--- config.mk ---
export PLATFORM = sky130hd
export DESIGN_NAME = cvc_regs
export DESIGN_NICKNAME = d
export VERILOG_FILES = /design/src/verilog/cvc_pkg.sv /design/src/verilog/cvc_awb_engine.sv /design/src/verilog/cvc_video_path.sv /design/src/verilog/cvc_regs.sv
export SDC_FILE = /design/constraint.sdc
export NUM_CORES = 1
export LEC_CHECK = 0
export ABC_AREA = 1
export BUFFER_PORTS_ARGS = -buffer_cell sky130_fd_sc_hd__clkbuf_2
export CAP_MARGIN = 20
export CORE_ASPECT_RATIO = 1.2
export CORE_MARGIN = 2
export CORE_UTILIZATION = 51
export DETAILED_ROUTE_END_ITERATION = 7
export PLACE_DENSITY_LB_ADDON = 0.12
export RECOVER_POWER = 100
export SETUP_SLACK_MARGIN = 0.3
export SLEW_MARGIN = 20
export SYNTH_ARGS = -nofsm -noshare
export SYNTH_HDL_FRONTEND = slang
export SYNTH_SLANG_ARGS = --single-unit
--- constraint.sdc ---
create_clock -name CLOCK_I -period 10 [get_ports CLOCK_I]
set_input_delay 2 -clock CLOCK_I [delete_from_list [all_inputs] [get_ports CLOCK_I]]
set_output_delay 2 -clock CLOCK_I [all_outputs]
set_load 0.1 [all_outputs]
--- src/verilog/cvc_pkg.sv ---
package cvc_pkg;

    // ========================================================
    // Register map
    localparam logic [7:0] ADDR_LUMA_GAIN = 8'h03;
    localparam logic [7:0] ADDR_SCALER_SELECT = 8'h04;
    localparam logic [7:0] ADDR_FEATURE_ENABLES = 8'h05;
    localparam logic [7:0] ADDR_LINE_PHASE_REF = 8'h06;
    localparam logic [7:0] ADDR_OPERATION_EXTRA = 8'h07;
    localparam logic [7:0] ADDR_RED_WEIGHT = 8'h08;
    localparam logic [7:0] ADDR_BLUE_WEIGHT = 8'h09;

    // ========================================================
    // Writable bit masks
    localparam logic [7:0] MASK_LUMA_GAIN = 8'h1f;
    localparam logic [7:0] MASK_SCALER_SELECT = 8'h0f;
    localparam logic [7:0] MASK_FEATURE_ENABLES = 8'h1c;
    localparam logic [7:0] MASK_LINE_PHASE_REF = 8'h1f;
    localparam logic [7:0] MASK_OPERATION_EXTRA = 8'hc0;
    localparam logic [7:0] MASK_FULL = 8'hff;
    localparam logic [7:0] MASK_NONE = 8'h00;

    // ========================================================
    // Reset values
    localparam logic [7:0] RST_LUMA_GAIN = 8'h08;
    localparam logic [7:0] RST_SCALER_SELECT = 8'h00;
    localparam logic [7:0] RST_FEATURE_ENABLES = 8'h00;
    localparam logic [7:0] RST_LINE_PHASE_REF = 8'h0d;
    localparam logic [7:0] RST_OPERATION_EXTRA = 8'h00;
    localparam logic [7:0] RST_RED_WEIGHT = 8'h80;
    localparam logic [7:0] RST_BLUE_WEIGHT = 8'h80;

    // ========================================================
    // Field positions
    localparam int SCALER_CUSTOM_BIT = 3;
    localparam int FEAT_AWB_BIT = 1;
    localparam int FEAT_GAMMA_BIT = 2;
    localparam int FEAT_PEAK_OFF_BIT = 3;
    localparam int FEAT_CHROMA_OFF_BIT = 4;
    localparam int OPC_ODD_BLUE_BIT = 0;
    localparam int OPC_EVEN_BLUE_BIT = 1;
    localparam int OPC_POS_PIXEL_BIT = 2;
    localparam int OPC_OE_BIT = 3;
    localparam int OPC_REF_PIN_BIT = 4;
    localparam int OP2_CLIPPING_DISABLE_BIT = 6;
    localparam int OP2_TEST_BIT = 7;

    // ========================================================
    // Datapath and white balance constants
    localparam int GAIN_SHIFT = 3;
    localparam int WEIGHT_SHIFT = 8;
    localparam logic [7:0] VIDEO_MAX = 8'hff;
    localparam logic [7:0] WEIGHT_MIN = 8'h00;
    localparam logic [7:0] WEIGHT_MAX = 8'hff;
    localparam logic signed [7:0] AWB_TOL = 8'sh02;
    localparam logic [7:0] AWB_MAX_STEPS = 8'hff;
    localparam logic [7:0] ZERO8 = 8'h00;

    typedef enum logic {CVC_AWB_IDLE, CVC_AWB_RUN} cvc_awb_e;

    typedef struct packed {
        logic red_up;
        logic red_dn;
        logic blue_up;
        logic blue_dn;
    } cvc_step_s;

    typedef struct packed {
        logic [7:0] gain;
        logic [7:0] red_w;
        logic [7:0] blue_w;
    } cvc_weights_s;

endpackage

--- src/verilog/cvc_awb_engine.sv ---
`timescale 1ns/1ps
module cvc_awb_engine
    import cvc_pkg::*;
(
    input wire logic clk_i,
    input wire logic rst_i,
    input wire logic start_i,
    input wire logic sample_i,
    input wire logic signed [7:0] ry_i,
    input wire logic signed [7:0] by_i,
    output logic busy_o,
    output cvc_step_s step_o
);

    typedef struct packed {
        cvc_awb_e mode;
        logic [7:0] steps;
        cvc_step_s step;
    } cvc_awb_state_s;

    cvc_awb_state_s s_q, s_d;
    logic ry_ok, by_ok;

    assign ry_ok = (ry_i <= AWB_TOL) && (ry_i >= -AWB_TOL);
    assign by_ok = (by_i <= AWB_TOL) && (by_i >= -AWB_TOL);

    // ========================================================
    // Balance search
    always_comb begin
        s_d = s_q;
        s_d.step = '0;
        case (s_q.mode)
            CVC_AWB_IDLE: begin
                if (start_i) begin
                    s_d.mode = CVC_AWB_RUN;
                    s_d.steps = ZERO8;
                end
            end
            CVC_AWB_RUN: begin
                if (sample_i) begin
                    if ((ry_ok && by_ok) || s_q.steps == AWB_MAX_STEPS) begin
                        s_d.mode = CVC_AWB_IDLE;
                    end else begin
                        s_d.steps = s_q.steps + 8'h01;
                        s_d.step.red_dn = ry_i > AWB_TOL;
                        s_d.step.red_up = ry_i < -AWB_TOL;
                        s_d.step.blue_dn = by_i > AWB_TOL;
                        s_d.step.blue_up = by_i < -AWB_TOL;
                    end
                end
            end
            default: s_d.mode = CVC_AWB_IDLE;
        endcase
    end

    always_ff @(posedge clk_i or posedge rst_i) begin
        if (rst_i) begin
            s_q <= '{CVC_AWB_IDLE, ZERO8, 4'h0};
        end else begin
            s_q <= s_d;
        end
    end

    assign busy_o = (s_q.mode == CVC_AWB_RUN);
    assign step_o = s_q.step;
endmodule

--- src/verilog/cvc_video_path.sv ---
`timescale 1ns/1ps
module cvc_video_path
    import cvc_pkg::*;
(
    input wire logic clk_i,
    input wire logic rst_i,
    input wire cvc_weights_s w_i,
    input wire logic [7:0] luma_i,
    input wire logic [7:0] red_i,
    input wire logic [7:0] blue_i,
    output logic [7:0] luma_o,
    output logic [7:0] red_o,
    output logic [7:0] blue_o
);

    typedef struct packed {
        logic [7:0] luma;
        logic [7:0] red;
        logic [7:0] blue;
    } cvc_vid_state_s;

    cvc_vid_state_s s_q, s_d;
    logic [12:0] luma_prod;
    logic [9:0] luma_scaled;
    logic [16:0] red_prod, blue_prod;

    // Weight plus one so that FFh passes the colour at full scale
    function automatic logic [7:0] cvc_weigh(input logic [16:0] p);
        cvc_weigh = p[WEIGHT_SHIFT +: 8];
    endfunction

    // ========================================================
    // Gain and weighting
    always_comb begin
        luma_prod = luma_i * w_i.gain[4:0];
        luma_scaled = luma_prod[GAIN_SHIFT +: 10];
        red_prod = red_i * ({1'b0, w_i.red_w} + 9'h001);
        blue_prod = blue_i * ({1'b0, w_i.blue_w} + 9'h001);
        s_d.luma = (luma_scaled > {2'h0, VIDEO_MAX}) ? VIDEO_MAX
                                                     : luma_scaled[7:0];
        s_d.red = cvc_weigh(red_prod);
        s_d.blue = cvc_weigh(blue_prod);
    end

    always_ff @(posedge clk_i or posedge rst_i) begin
        if (rst_i) begin
            s_q <= '0;
        end else begin
            s_q <= s_d;
        end
    end

    assign luma_o = s_q.luma;
    assign red_o = s_q.red;
    assign blue_o = s_q.blue;
endmodule

--- src/verilog/cvc_regs.sv ---
`timescale 1ns/1ps
// Notes on behaviour
// - Luma out equals luma in times five-bit gain over eight.
// - Gain of zero gives fully dark luma.
// - Three-bit field picks one of eight fixed scaler ratios.
// - Custom bit makes scaler use custom coefficient registers instead.
// - Trigger bit reads one while white balance runs, else zero.
// - Writing zero to the trigger bit changes nothing.
// - Gamma bit routes RGB through a 256-entry lookup table.
// - Peaking disable bit bypasses the luma peaking filter.
// - Chroma disable bit bypasses the chroma low-pass filter.
// - Odd field first line is blue when its bit is one.
// - Even field first line is blue when its bit is one.
// - Pixel bit one makes first pixel positive, zero negative.
// - Video outputs drive only when enable bit and pin both high.
// - Reference bit one times lines and fields from the pins.
// - Reference bit zero follows embedded EAV and SAV codes.
// - Test bit value, one or zero, does not disturb operation.
// - Red weight scales red into R-Y, monotonic 00h to FFh.
// - White balance adjusts red weight to minimise R-Y magnitude.
// - Blue weight scales blue into B-Y, monotonic 00h to FFh.
// - White balance adjusts blue weight to minimise B-Y magnitude.
module cvc_regs
    import cvc_pkg::*;
(
    input wire logic CLOCK_I,
    input wire logic RESET_I,
    input wire logic [7:0] REG_ADDR_I,
    input wire logic [7:0] REG_WDATA_I,
    input wire logic REG_WR_I,
    input wire logic REG_RD_I,
    input wire logic TRISTATE_CONTROL_PIN_I,
    input wire logic HORIZONTAL_REFERENCE_PIN_I,
    input wire logic VERTICAL_REFERENCE_PIN_I,
    input wire logic EMB_LINE_START_I,
    input wire logic EMB_FIELD_START_I,
    input wire logic FIELD_EVEN_I,
    input wire logic [7:0] SVIDEO_LUMA_I,
    input wire logic [7:0] RED_I,
    input wire logic [7:0] BLUE_I,
    input wire logic CDIFF_VALID_I,
    input wire logic signed [7:0] RY_I,
    input wire logic signed [7:0] BY_I,
    output logic [7:0] REG_RDATA_O,
    output logic [2:0] SCALER_RATIO_O,
    output logic SCALER_CUSTOM_O,
    output logic GAMMA_ENABLE_O,
    output logic PEAKING_DISABLE_O,
    output logic CHROMA_FILTER_DISABLE_O,
    output logic FIRST_LINE_BLUE_O,
    output logic FIRST_PIXEL_POLARITY_O,
    output logic CLIPPING_DISABLE_O,
    output logic VIDEO_DRIVE_O,
    output logic LINE_SYNC_O,
    output logic FIELD_SYNC_O,
    output logic AWB_BUSY_O,
    output logic [7:0] SVIDEO_LUMA_O,
    output logic [7:0] RED_CONTRIB_O,
    output logic [7:0] BLUE_CONTRIB_O
);

    typedef struct packed {
        logic [7:0] gain;
        logic [7:0] scaler;
        logic [7:0] feat;
        logic [7:0] opc;
        logic [7:0] op2;
        logic [7:0] red_w;
        logic [7:0] blue_w;
        logic [7:0] rdata;
        logic [1:0] tri_sync;
        logic [1:0] horizontal_reference_pin_sync;
        logic [1:0] vref_sync;
        logic horizontal_reference_pin_prev;
        logic vref_prev;
        logic drive;
        logic line_sync;
        logic field_sync;
        logic first_blue;
        logic awb_busy;
    } cvc_top_state_s;

    cvc_top_state_s s_q, s_d;
    logic awb_busy, awb_start;
    cvc_step_s awb_step;
    cvc_weights_s weights;

    // ========================================================
    // Address decode
    function automatic logic [7:0] cvc_wmask(input logic [7:0] a);
        case (a)
            ADDR_LUMA_GAIN: cvc_wmask = MASK_LUMA_GAIN;
            ADDR_SCALER_SELECT: cvc_wmask = MASK_SCALER_SELECT;
            ADDR_FEATURE_ENABLES: cvc_wmask = MASK_FEATURE_ENABLES;
            ADDR_LINE_PHASE_REF: cvc_wmask = MASK_LINE_PHASE_REF;
            ADDR_OPERATION_EXTRA: cvc_wmask = MASK_OPERATION_EXTRA;
            ADDR_RED_WEIGHT: cvc_wmask = MASK_FULL;
            ADDR_BLUE_WEIGHT: cvc_wmask = MASK_FULL;
            default: cvc_wmask = MASK_NONE;
        endcase
    endfunction

    function automatic logic [7:0] cvc_step_weight(input logic [7:0] w,
                                                   input logic up,
                                                   input logic dn);
        if (up && w != WEIGHT_MAX) begin
            cvc_step_weight = w + 8'h01;
        end else if (dn && w != WEIGHT_MIN) begin
            cvc_step_weight = w - 8'h01;
        end else begin
            cvc_step_weight = w;
        end
    endfunction

    assign awb_start = REG_WR_I && REG_ADDR_I == ADDR_FEATURE_ENABLES
                       && REG_WDATA_I[FEAT_AWB_BIT] && !awb_busy;

    cvc_awb_engine u_awb (
        .clk_i(CLOCK_I),
        .rst_i(RESET_I),
        .start_i(awb_start),
        .sample_i(CDIFF_VALID_I),
        .ry_i(RY_I),
        .by_i(BY_I),
        .busy_o(awb_busy),
        .step_o(awb_step)
    );

    assign weights = '{s_q.gain, s_q.red_w, s_q.blue_w};

    cvc_video_path u_video (
        .clk_i(CLOCK_I),
        .rst_i(RESET_I),
        .w_i(weights),
        .luma_i(SVIDEO_LUMA_I),
        .red_i(RED_I),
        .blue_i(BLUE_I),
        .luma_o(SVIDEO_LUMA_O),
        .red_o(RED_CONTRIB_O),
        .blue_o(BLUE_CONTRIB_O)
    );

    // ========================================================
    // Register file and control
    always_comb begin
        logic [7:0] wv;
        wv = REG_WDATA_I & cvc_wmask(REG_ADDR_I);
        s_d = s_q;
        // Pins pass two flops before use
        s_d.tri_sync = {s_q.tri_sync[0], TRISTATE_CONTROL_PIN_I};
        s_d.horizontal_reference_pin_sync = {s_q.horizontal_reference_pin_sync[0], HORIZONTAL_REFERENCE_PIN_I};
        s_d.vref_sync = {s_q.vref_sync[0], VERTICAL_REFERENCE_PIN_I};
        s_d.horizontal_reference_pin_prev = s_q.horizontal_reference_pin_sync[1];
        s_d.vref_prev = s_q.vref_sync[1];
        s_d.awb_busy = awb_busy;
        if (REG_WR_I) begin
            case (REG_ADDR_I)
                ADDR_LUMA_GAIN: s_d.gain = wv;
                ADDR_SCALER_SELECT: s_d.scaler = wv;
                ADDR_FEATURE_ENABLES: s_d.feat = wv;
                ADDR_LINE_PHASE_REF: s_d.opc = wv;
                ADDR_OPERATION_EXTRA: s_d.op2 = wv;
                default: s_d.gain = s_q.gain;
            endcase
            // Engine owns the weights while balancing
            if (!awb_busy && REG_ADDR_I == ADDR_RED_WEIGHT) begin
                s_d.red_w = wv;
            end
            if (!awb_busy && REG_ADDR_I == ADDR_BLUE_WEIGHT) begin
                s_d.blue_w = wv;
            end
        end
        s_d.red_w = cvc_step_weight(s_d.red_w, awb_step.red_up,
                                    awb_step.red_dn);
        s_d.blue_w = cvc_step_weight(s_d.blue_w, awb_step.blue_up,
                                     awb_step.blue_dn);
        if (REG_RD_I) begin
            case (REG_ADDR_I)
                ADDR_LUMA_GAIN: s_d.rdata = s_q.gain;
                ADDR_SCALER_SELECT: s_d.rdata = s_q.scaler;
                ADDR_FEATURE_ENABLES: begin
                    s_d.rdata = s_q.feat;
                    s_d.rdata[FEAT_AWB_BIT] = awb_busy;
                end
                ADDR_LINE_PHASE_REF: s_d.rdata = s_q.opc;
                ADDR_OPERATION_EXTRA: s_d.rdata = s_q.op2;
                ADDR_RED_WEIGHT: s_d.rdata = s_q.red_w;
                ADDR_BLUE_WEIGHT: s_d.rdata = s_q.blue_w;
                default: s_d.rdata = ZERO8;
            endcase
        end
        s_d.drive = s_q.opc[OPC_OE_BIT] && s_q.tri_sync[1];
        if (s_q.opc[OPC_REF_PIN_BIT]) begin
            s_d.line_sync = s_q.horizontal_reference_pin_sync[1] && !s_q.horizontal_reference_pin_prev;
            s_d.field_sync = s_q.vref_sync[1] && !s_q.vref_prev;
        end else begin
            s_d.line_sync = EMB_LINE_START_I;
            s_d.field_sync = EMB_FIELD_START_I;
        end
        s_d.first_blue = FIELD_EVEN_I ? s_q.opc[OPC_EVEN_BLUE_BIT]
                                      : s_q.opc[OPC_ODD_BLUE_BIT];
    end

    always_ff @(posedge CLOCK_I or posedge RESET_I) begin
        if (RESET_I) begin
            s_q <= '0;
            s_q.gain <= RST_LUMA_GAIN;
            s_q.scaler <= RST_SCALER_SELECT;
            s_q.feat <= RST_FEATURE_ENABLES;
            s_q.opc <= RST_LINE_PHASE_REF;
            s_q.op2 <= RST_OPERATION_EXTRA;
            s_q.red_w <= RST_RED_WEIGHT;
            s_q.blue_w <= RST_BLUE_WEIGHT;
        end else begin
            s_q <= s_d;
        end
    end

    // ========================================================
    // Outputs
    assign REG_RDATA_O = s_q.rdata;
    assign SCALER_RATIO_O = s_q.scaler[2:0];
    assign SCALER_CUSTOM_O = s_q.scaler[SCALER_CUSTOM_BIT];
    assign GAMMA_ENABLE_O = s_q.feat[FEAT_GAMMA_BIT];
    assign PEAKING_DISABLE_O = s_q.feat[FEAT_PEAK_OFF_BIT];
    assign CHROMA_FILTER_DISABLE_O = s_q.feat[FEAT_CHROMA_OFF_BIT];
    assign FIRST_PIXEL_POLARITY_O = s_q.opc[OPC_POS_PIXEL_BIT];
    assign CLIPPING_DISABLE_O = s_q.op2[OP2_CLIPPING_DISABLE_BIT];
    assign FIRST_LINE_BLUE_O = s_q.first_blue;
    assign VIDEO_DRIVE_O = s_q.drive;
    assign LINE_SYNC_O = s_q.line_sync;
    assign FIELD_SYNC_O = s_q.field_sync;
    assign AWB_BUSY_O = s_q.awb_busy;
endmodule

## After elaboration in Yosys (flattened, before gate mapping)

Cells that the tools add are included.

- Input port bits: 67
- Register bits after elaboration: 114
- Word-level logic and storage cells: 108

- Reductions and logical operators: 29
- $lt $le $gt $ge: 9
- Equal/unequal tests: 13
- Add/sub/neg operators: 7
- Muxes and demuxes: 18
- Multiply operators: 3
- Bitwise gates (word level): 2

Operator list:

| kind | count |
|---|---|
| 2-to-1 mux 8 bit | 7 |
| case mux 8 bit (7 select lines) | 1 |
| case mux 8 bit (5 select lines) | 1 |
| multiplier 8 x 17 -> 16 bit | 2 |
| equality test 8 x 3 -> 1 bit, second input constant | 4 |
| adder 8 x 1 -> 8 bit, second input constant | 3 |
| adder 8 x 1 -> 9 bit, second input constant | 2 |
| case mux 9 bit (2 select lines) | 1 |
| equality test 8 x 4 -> 1 bit, second input constant | 2 |
| >= comparator 8 x 2 -> 1 bit, second input constant | 2 |
| greater-than comparator 8 x 3 -> 1 bit, second input constant | 2 |
| less-or-equal comparator 8 x 3 -> 1 bit, second input constant | 2 |
| less-than comparator 8 x 2 -> 1 bit, second input constant | 2 |
| 2-to-1 mux 16 bit | 1 |
| != test 8 bit, second input constant | 2 |
| nonzero test 8 bit | 2 |
| subtractor 8 x 1 -> 8 bit, second input constant | 2 |
| logical AND 1 bit | 15 |
| multiplier 8 x 5 -> 13 bit | 1 |
| 2-to-1 mux 13 bit | 1 |
| 2-to-1 mux 12 bit | 1 |
| greater-than comparator 10 x 8 -> 1 bit, second input constant | 1 |
| AND reduction 2 bit | 5 |
| 2-to-1 mux 9 bit | 1 |
| 12 further kinds | 18 |

## Longest topological paths before layout

- Word-level depth: 10
- Mapped depth: 26
- Gate-level depth less buffers: 26

## Modules after synthesis

A second synthesis with hierarchy kept.

- Cells, all modules: 1,690
- Area total of the unflattened synthesis: 12,356.9 um^2

By module, submodules not included:

| module | area each (um^2) | instances | cells each | seq. area each (um^2) |
|---|---|---|---|---|
| cvc_video_path | 6,899.1 | 1 | 984 | 600.6 |
| cvc_regs | 4,594.4 | 1 | 584 | 1,909.3 |
| cvc_awb_engine | 863.3 | 1 | 122 | 325.3 |

## Least setup slack after synthesis

No wires, ideal clock.

- Kind: input to register
- From: in RED_I[4]
- To: reg u_video.s_q, in the netlist u_video.red_o[7]
- Stages on the path: 20
- Data arrival time: 5.844 ns
- Path slack: 4.077 ns
- Required time: 9.921 ns
- Path buffers: 0
- Library setup time: 0.079 ns
- Cell sequence: inv_1 nor2_1 fa_1 inv_1 fa_1 inv_1 fa_1 inv_1 fa_1 inv_1 ha_1 nand4_1 o31ai_1 nand2_1 nand2_1 nand3_1 nand2_1 nand2_1 o21ai_0 xor2_1

- Word-level cells in the longest chain between the ends: 1

Ends and longest elaborated chain:

| element | RTL line | RTL |
|---|---|---|
| from (decl) | cvc_regs.sv:39 | `input wire logic [7:0] RED_I,` |
| multiplier 8 x 17 -> 16 bit | cvc_video_path.sv:37 | `red_prod = red_i * ({1'b0, w_i.red_w} + 9'h001);` |
| net u_video.red_prod[15] | cvc_video_path.sv:25 | `logic [16:0] red_prod, blue_prod;` |
| to (signal assigned) | cvc_video_path.sv:47 | `s_q <= '0;` |
| to (signal assigned) | cvc_video_path.sv:49 | `s_q <= s_d;` |
| to (decl) | cvc_video_path.sv:22 | `cvc_vid_state_s s_q, s_d;` |

The timed path passes the listed nets, and every way through them passes these cells.
A chain may end at the register's enable or synchronous reset.

==> reports/results.tsv <==
metric	value	unit
fraction of final layout cells sized beyond drive strength 1	9.401	%
Crit Path Category	in -> async	
EDFF count, synth	0	
largest net degree at the start of global routing	74	
DP Wirelength	21230	um
cell count after synthesis	1461	
Most used DFF post-synth	dfrtp_1	
clock sink total	113	
area of the multi-input gates	7047	um^2
Syn Area/Cell	7.693	um^2
Bufs on Longest Clock Path	2	
Via density	5.132	
drt drc	0	
vias in the first global route	9574	
final max-slew violation count	116	
die extent in y	166.6	um
Post-CTS Resized	0	
Placer Congestion	0.8959	
Yosys top cell area share	23.82	%
Max-slew headroom	-154.0	%
Tcrit/Tclk final	63.47	%
Clock transition at path regs	0.06	ns
register area	2835	um^2
clock latency at the later pin of the worst-skew pair	0.43	ns
RSZ-0062 raised after global routing	false	
first-pass GRT wire length	45430	um
Iter 0 DRT Violations	576	
ant diodes	0	
hold slack	0.3551	ns
I/O pins	113	
Max VDD drop	309.8	uV
final net count	1829	
Power Total	3.949	mW
commonest non-fill, non-tap cells in the layout	nand2_1 (379), inv_1 (301), nor2_1 (148)	
total routed wirelength	26580	um
Arrival @ worst endpoint	6.01	ns
Final Hold Viols	0	
f_max	0.1575	GHz
initial antenna violation count	0	
post-synthesis sequential area ratio	25.23	%
ANT nets after route	0	
# fillers	2095	
leading area contributor after synthesis	dfrtp_1	
gr usage total	24.16	%
Synth Register Bits	113	
vias	9540	
H-tree depth	4	
post-route insts no fill	1859	
CP endpoint kind	asynchronous set/reset pin	
Final WS setup	3.653	ns
starting density of the core	51.96	%
number of CTS-inserted buffers	17	
Rows	59	
Syn Nets	1718	
Worst Skew	0.008780	ns
Remaining Overflow, GRT	0	
max-cap viol count	2	
Area Overhead vs Synth	11.19	%
placed cells	1827	
Total Die Area	23250	um^2
Crit Path Max Fanout	73	
leakage power	7.076	nW
min Tclk post-route	6.347	ns
pwr dens	316.0	nW/um^2
most common cell after layout, fill and taps aside	nand2_1	
Startpoint Class	input pin	
root buffer cell	clkbuf_16	
DRT Pass-1 Iters	5	
die outline width	139.5	um
failing checks	capacitance limit, slew limit	
Ys Warns	0	
number of distinct library cells after synthesis	45	
Post-CTS Setup Bufs	0	
setup violators final	0	
Synth area leaders	dfrtp_1 (24%), fa_1 (17%), nand2_1 (12%)	
Hold Crit Class	reg -> reg	
post-layout instance area	12500	um^2
area post-placement	12030	um^2
Least-Margin Pin Slew	3.811	ns
CTS tree	done	
ys async rst share	100.0	%
core area	21630	um^2
Avg WL per Cell	14.30	um
outcome	finished with violations	
Post-Place Worst Slack	3.637	ns
required time of the worst setup path	9.66	ns
cell area after synthesis	11240	um^2
setup TNS	0	ns
Post-CTS Hold Buffers	0	
final core occ	57.78	%
# port buffers	112	
[power breakdown]
| part | internal (mW) | leakage [nW] | switching [mW] |
|---|---|---|---|
| logic | 0.960 | 5.36 | 1.75 |
| registers | 0.560 | 1.43 | 0.0632 |
| clock network | 0.354 | 0.284 | 0.262 |
| total | 1.87 | 7.08 | 2.08 |
[state kept, by name, summed over array words and instances (netlist names), 4 cells and up]
signal and cells:
u_awb.step_o 4, s_q 49, u_video.luma_o 8, u_awb.s_q 8, REG_RDATA_O 8, u_video.blue_o 8, u_video.red_o 8, s_d 5
[synth_stat cells, types with 3 or more instances]
cell      count
o21ai_1       4
a21oi_1      30
a221oi_1      5
nor3_1        9
fa_1         98
inv_4         3
o21ai_2       5
xor2_1       38
ha_1         92
nor2_2       12
a21o_1        3
o31ai_1       4
or2_2         4
nand3_1      45
buf_4        11
dfrtp_1     107
inv_1       301
o22ai_1      10
dfstp_2       6
nand2_1     374
o221ai_1      3
nor2_1      143
nand2_2      14
clkbuf_1      8
inv_2         7
nand4_1      14
nand2_4       4
xnor2_1      18
nand3_2       5
mux2_2        3
o21ai_0      58
[path summary, 6_finish.rpt]
check / cells past startpoint / startpoint / end / slack, ns
worst max-delay path: 3 / RESET_I / s_q[73]$_DFFE_PP0P_ / 3.65
worst min-delay path: 0 / s_d[10]$_DFF_PP0_ / s_d[6]$_DFF_PP0_ / 0.36
worst max register to register: 24 / s_q[21]$_DFF_PP0_ / u_video.blue_o[7]$_DFF_PP0_ / 4.35
worst min register to register: 0 / s_d[10]$_DFF_PP0_ / s_d[6]$_DFF_PP0_ / 0.36
max in group CLOCK_I: 21 / RED_I[4] / u_video.red_o[7]$_DFF_PP0_ / 4.08
min in group asynchronous: 2 / RESET_I / u_video.red_o[4]$_DFF_PP0_ / 2.05
[critical path: stages]
cell	delay [ns]
clkbuf_2	0.08
clkinvlp_2	1.12
clkbuf_1	2.77
[layer usage]
metal | up-vias | global-route usage [%] | share of wire (%)
li1 | 4677 | - | -
met1 | 4546 | 31.04 | 43
met2 | 258 | 41.52 | 50
met3 | 59 | 3.508 | 4.5
met4 | 0 | 8.915 | 2.8
met5 | - | 0 | 0
[area by class of cell]
| cell class | count | share of cell area [%] |
|---|---|---|
| Clock inverter | 15 | 1.322 |
| Tap cell | 274 | 2.743 |
| Clock buffer | 17 | 3.404 |
| Inverter | 313 | 9.461 |
| Timing Repair Buffer | 113 | 3.995 |
| Sequential cell | 113 | 22.69 |
| Multi-Input combinational cell | 1014 | 56.39 |
[kinds of logic (layout without fill, tap and decap cells)]
family,Yosys count,after routing,share of synthesized area [%]
AND/OR/NAND/NOR,629,629,23.59
buffers and inverters,334,458,11.66
adder cells (fa/ha/maj),190,190,27.70
AO/OA/AOI/OAI,136,136,7.169
flip-flops,113,113,25.23
XOR/XNOR,56,56,4.364
multiplexers,3,3,0.3005
(Power assumes the default switching activity.)
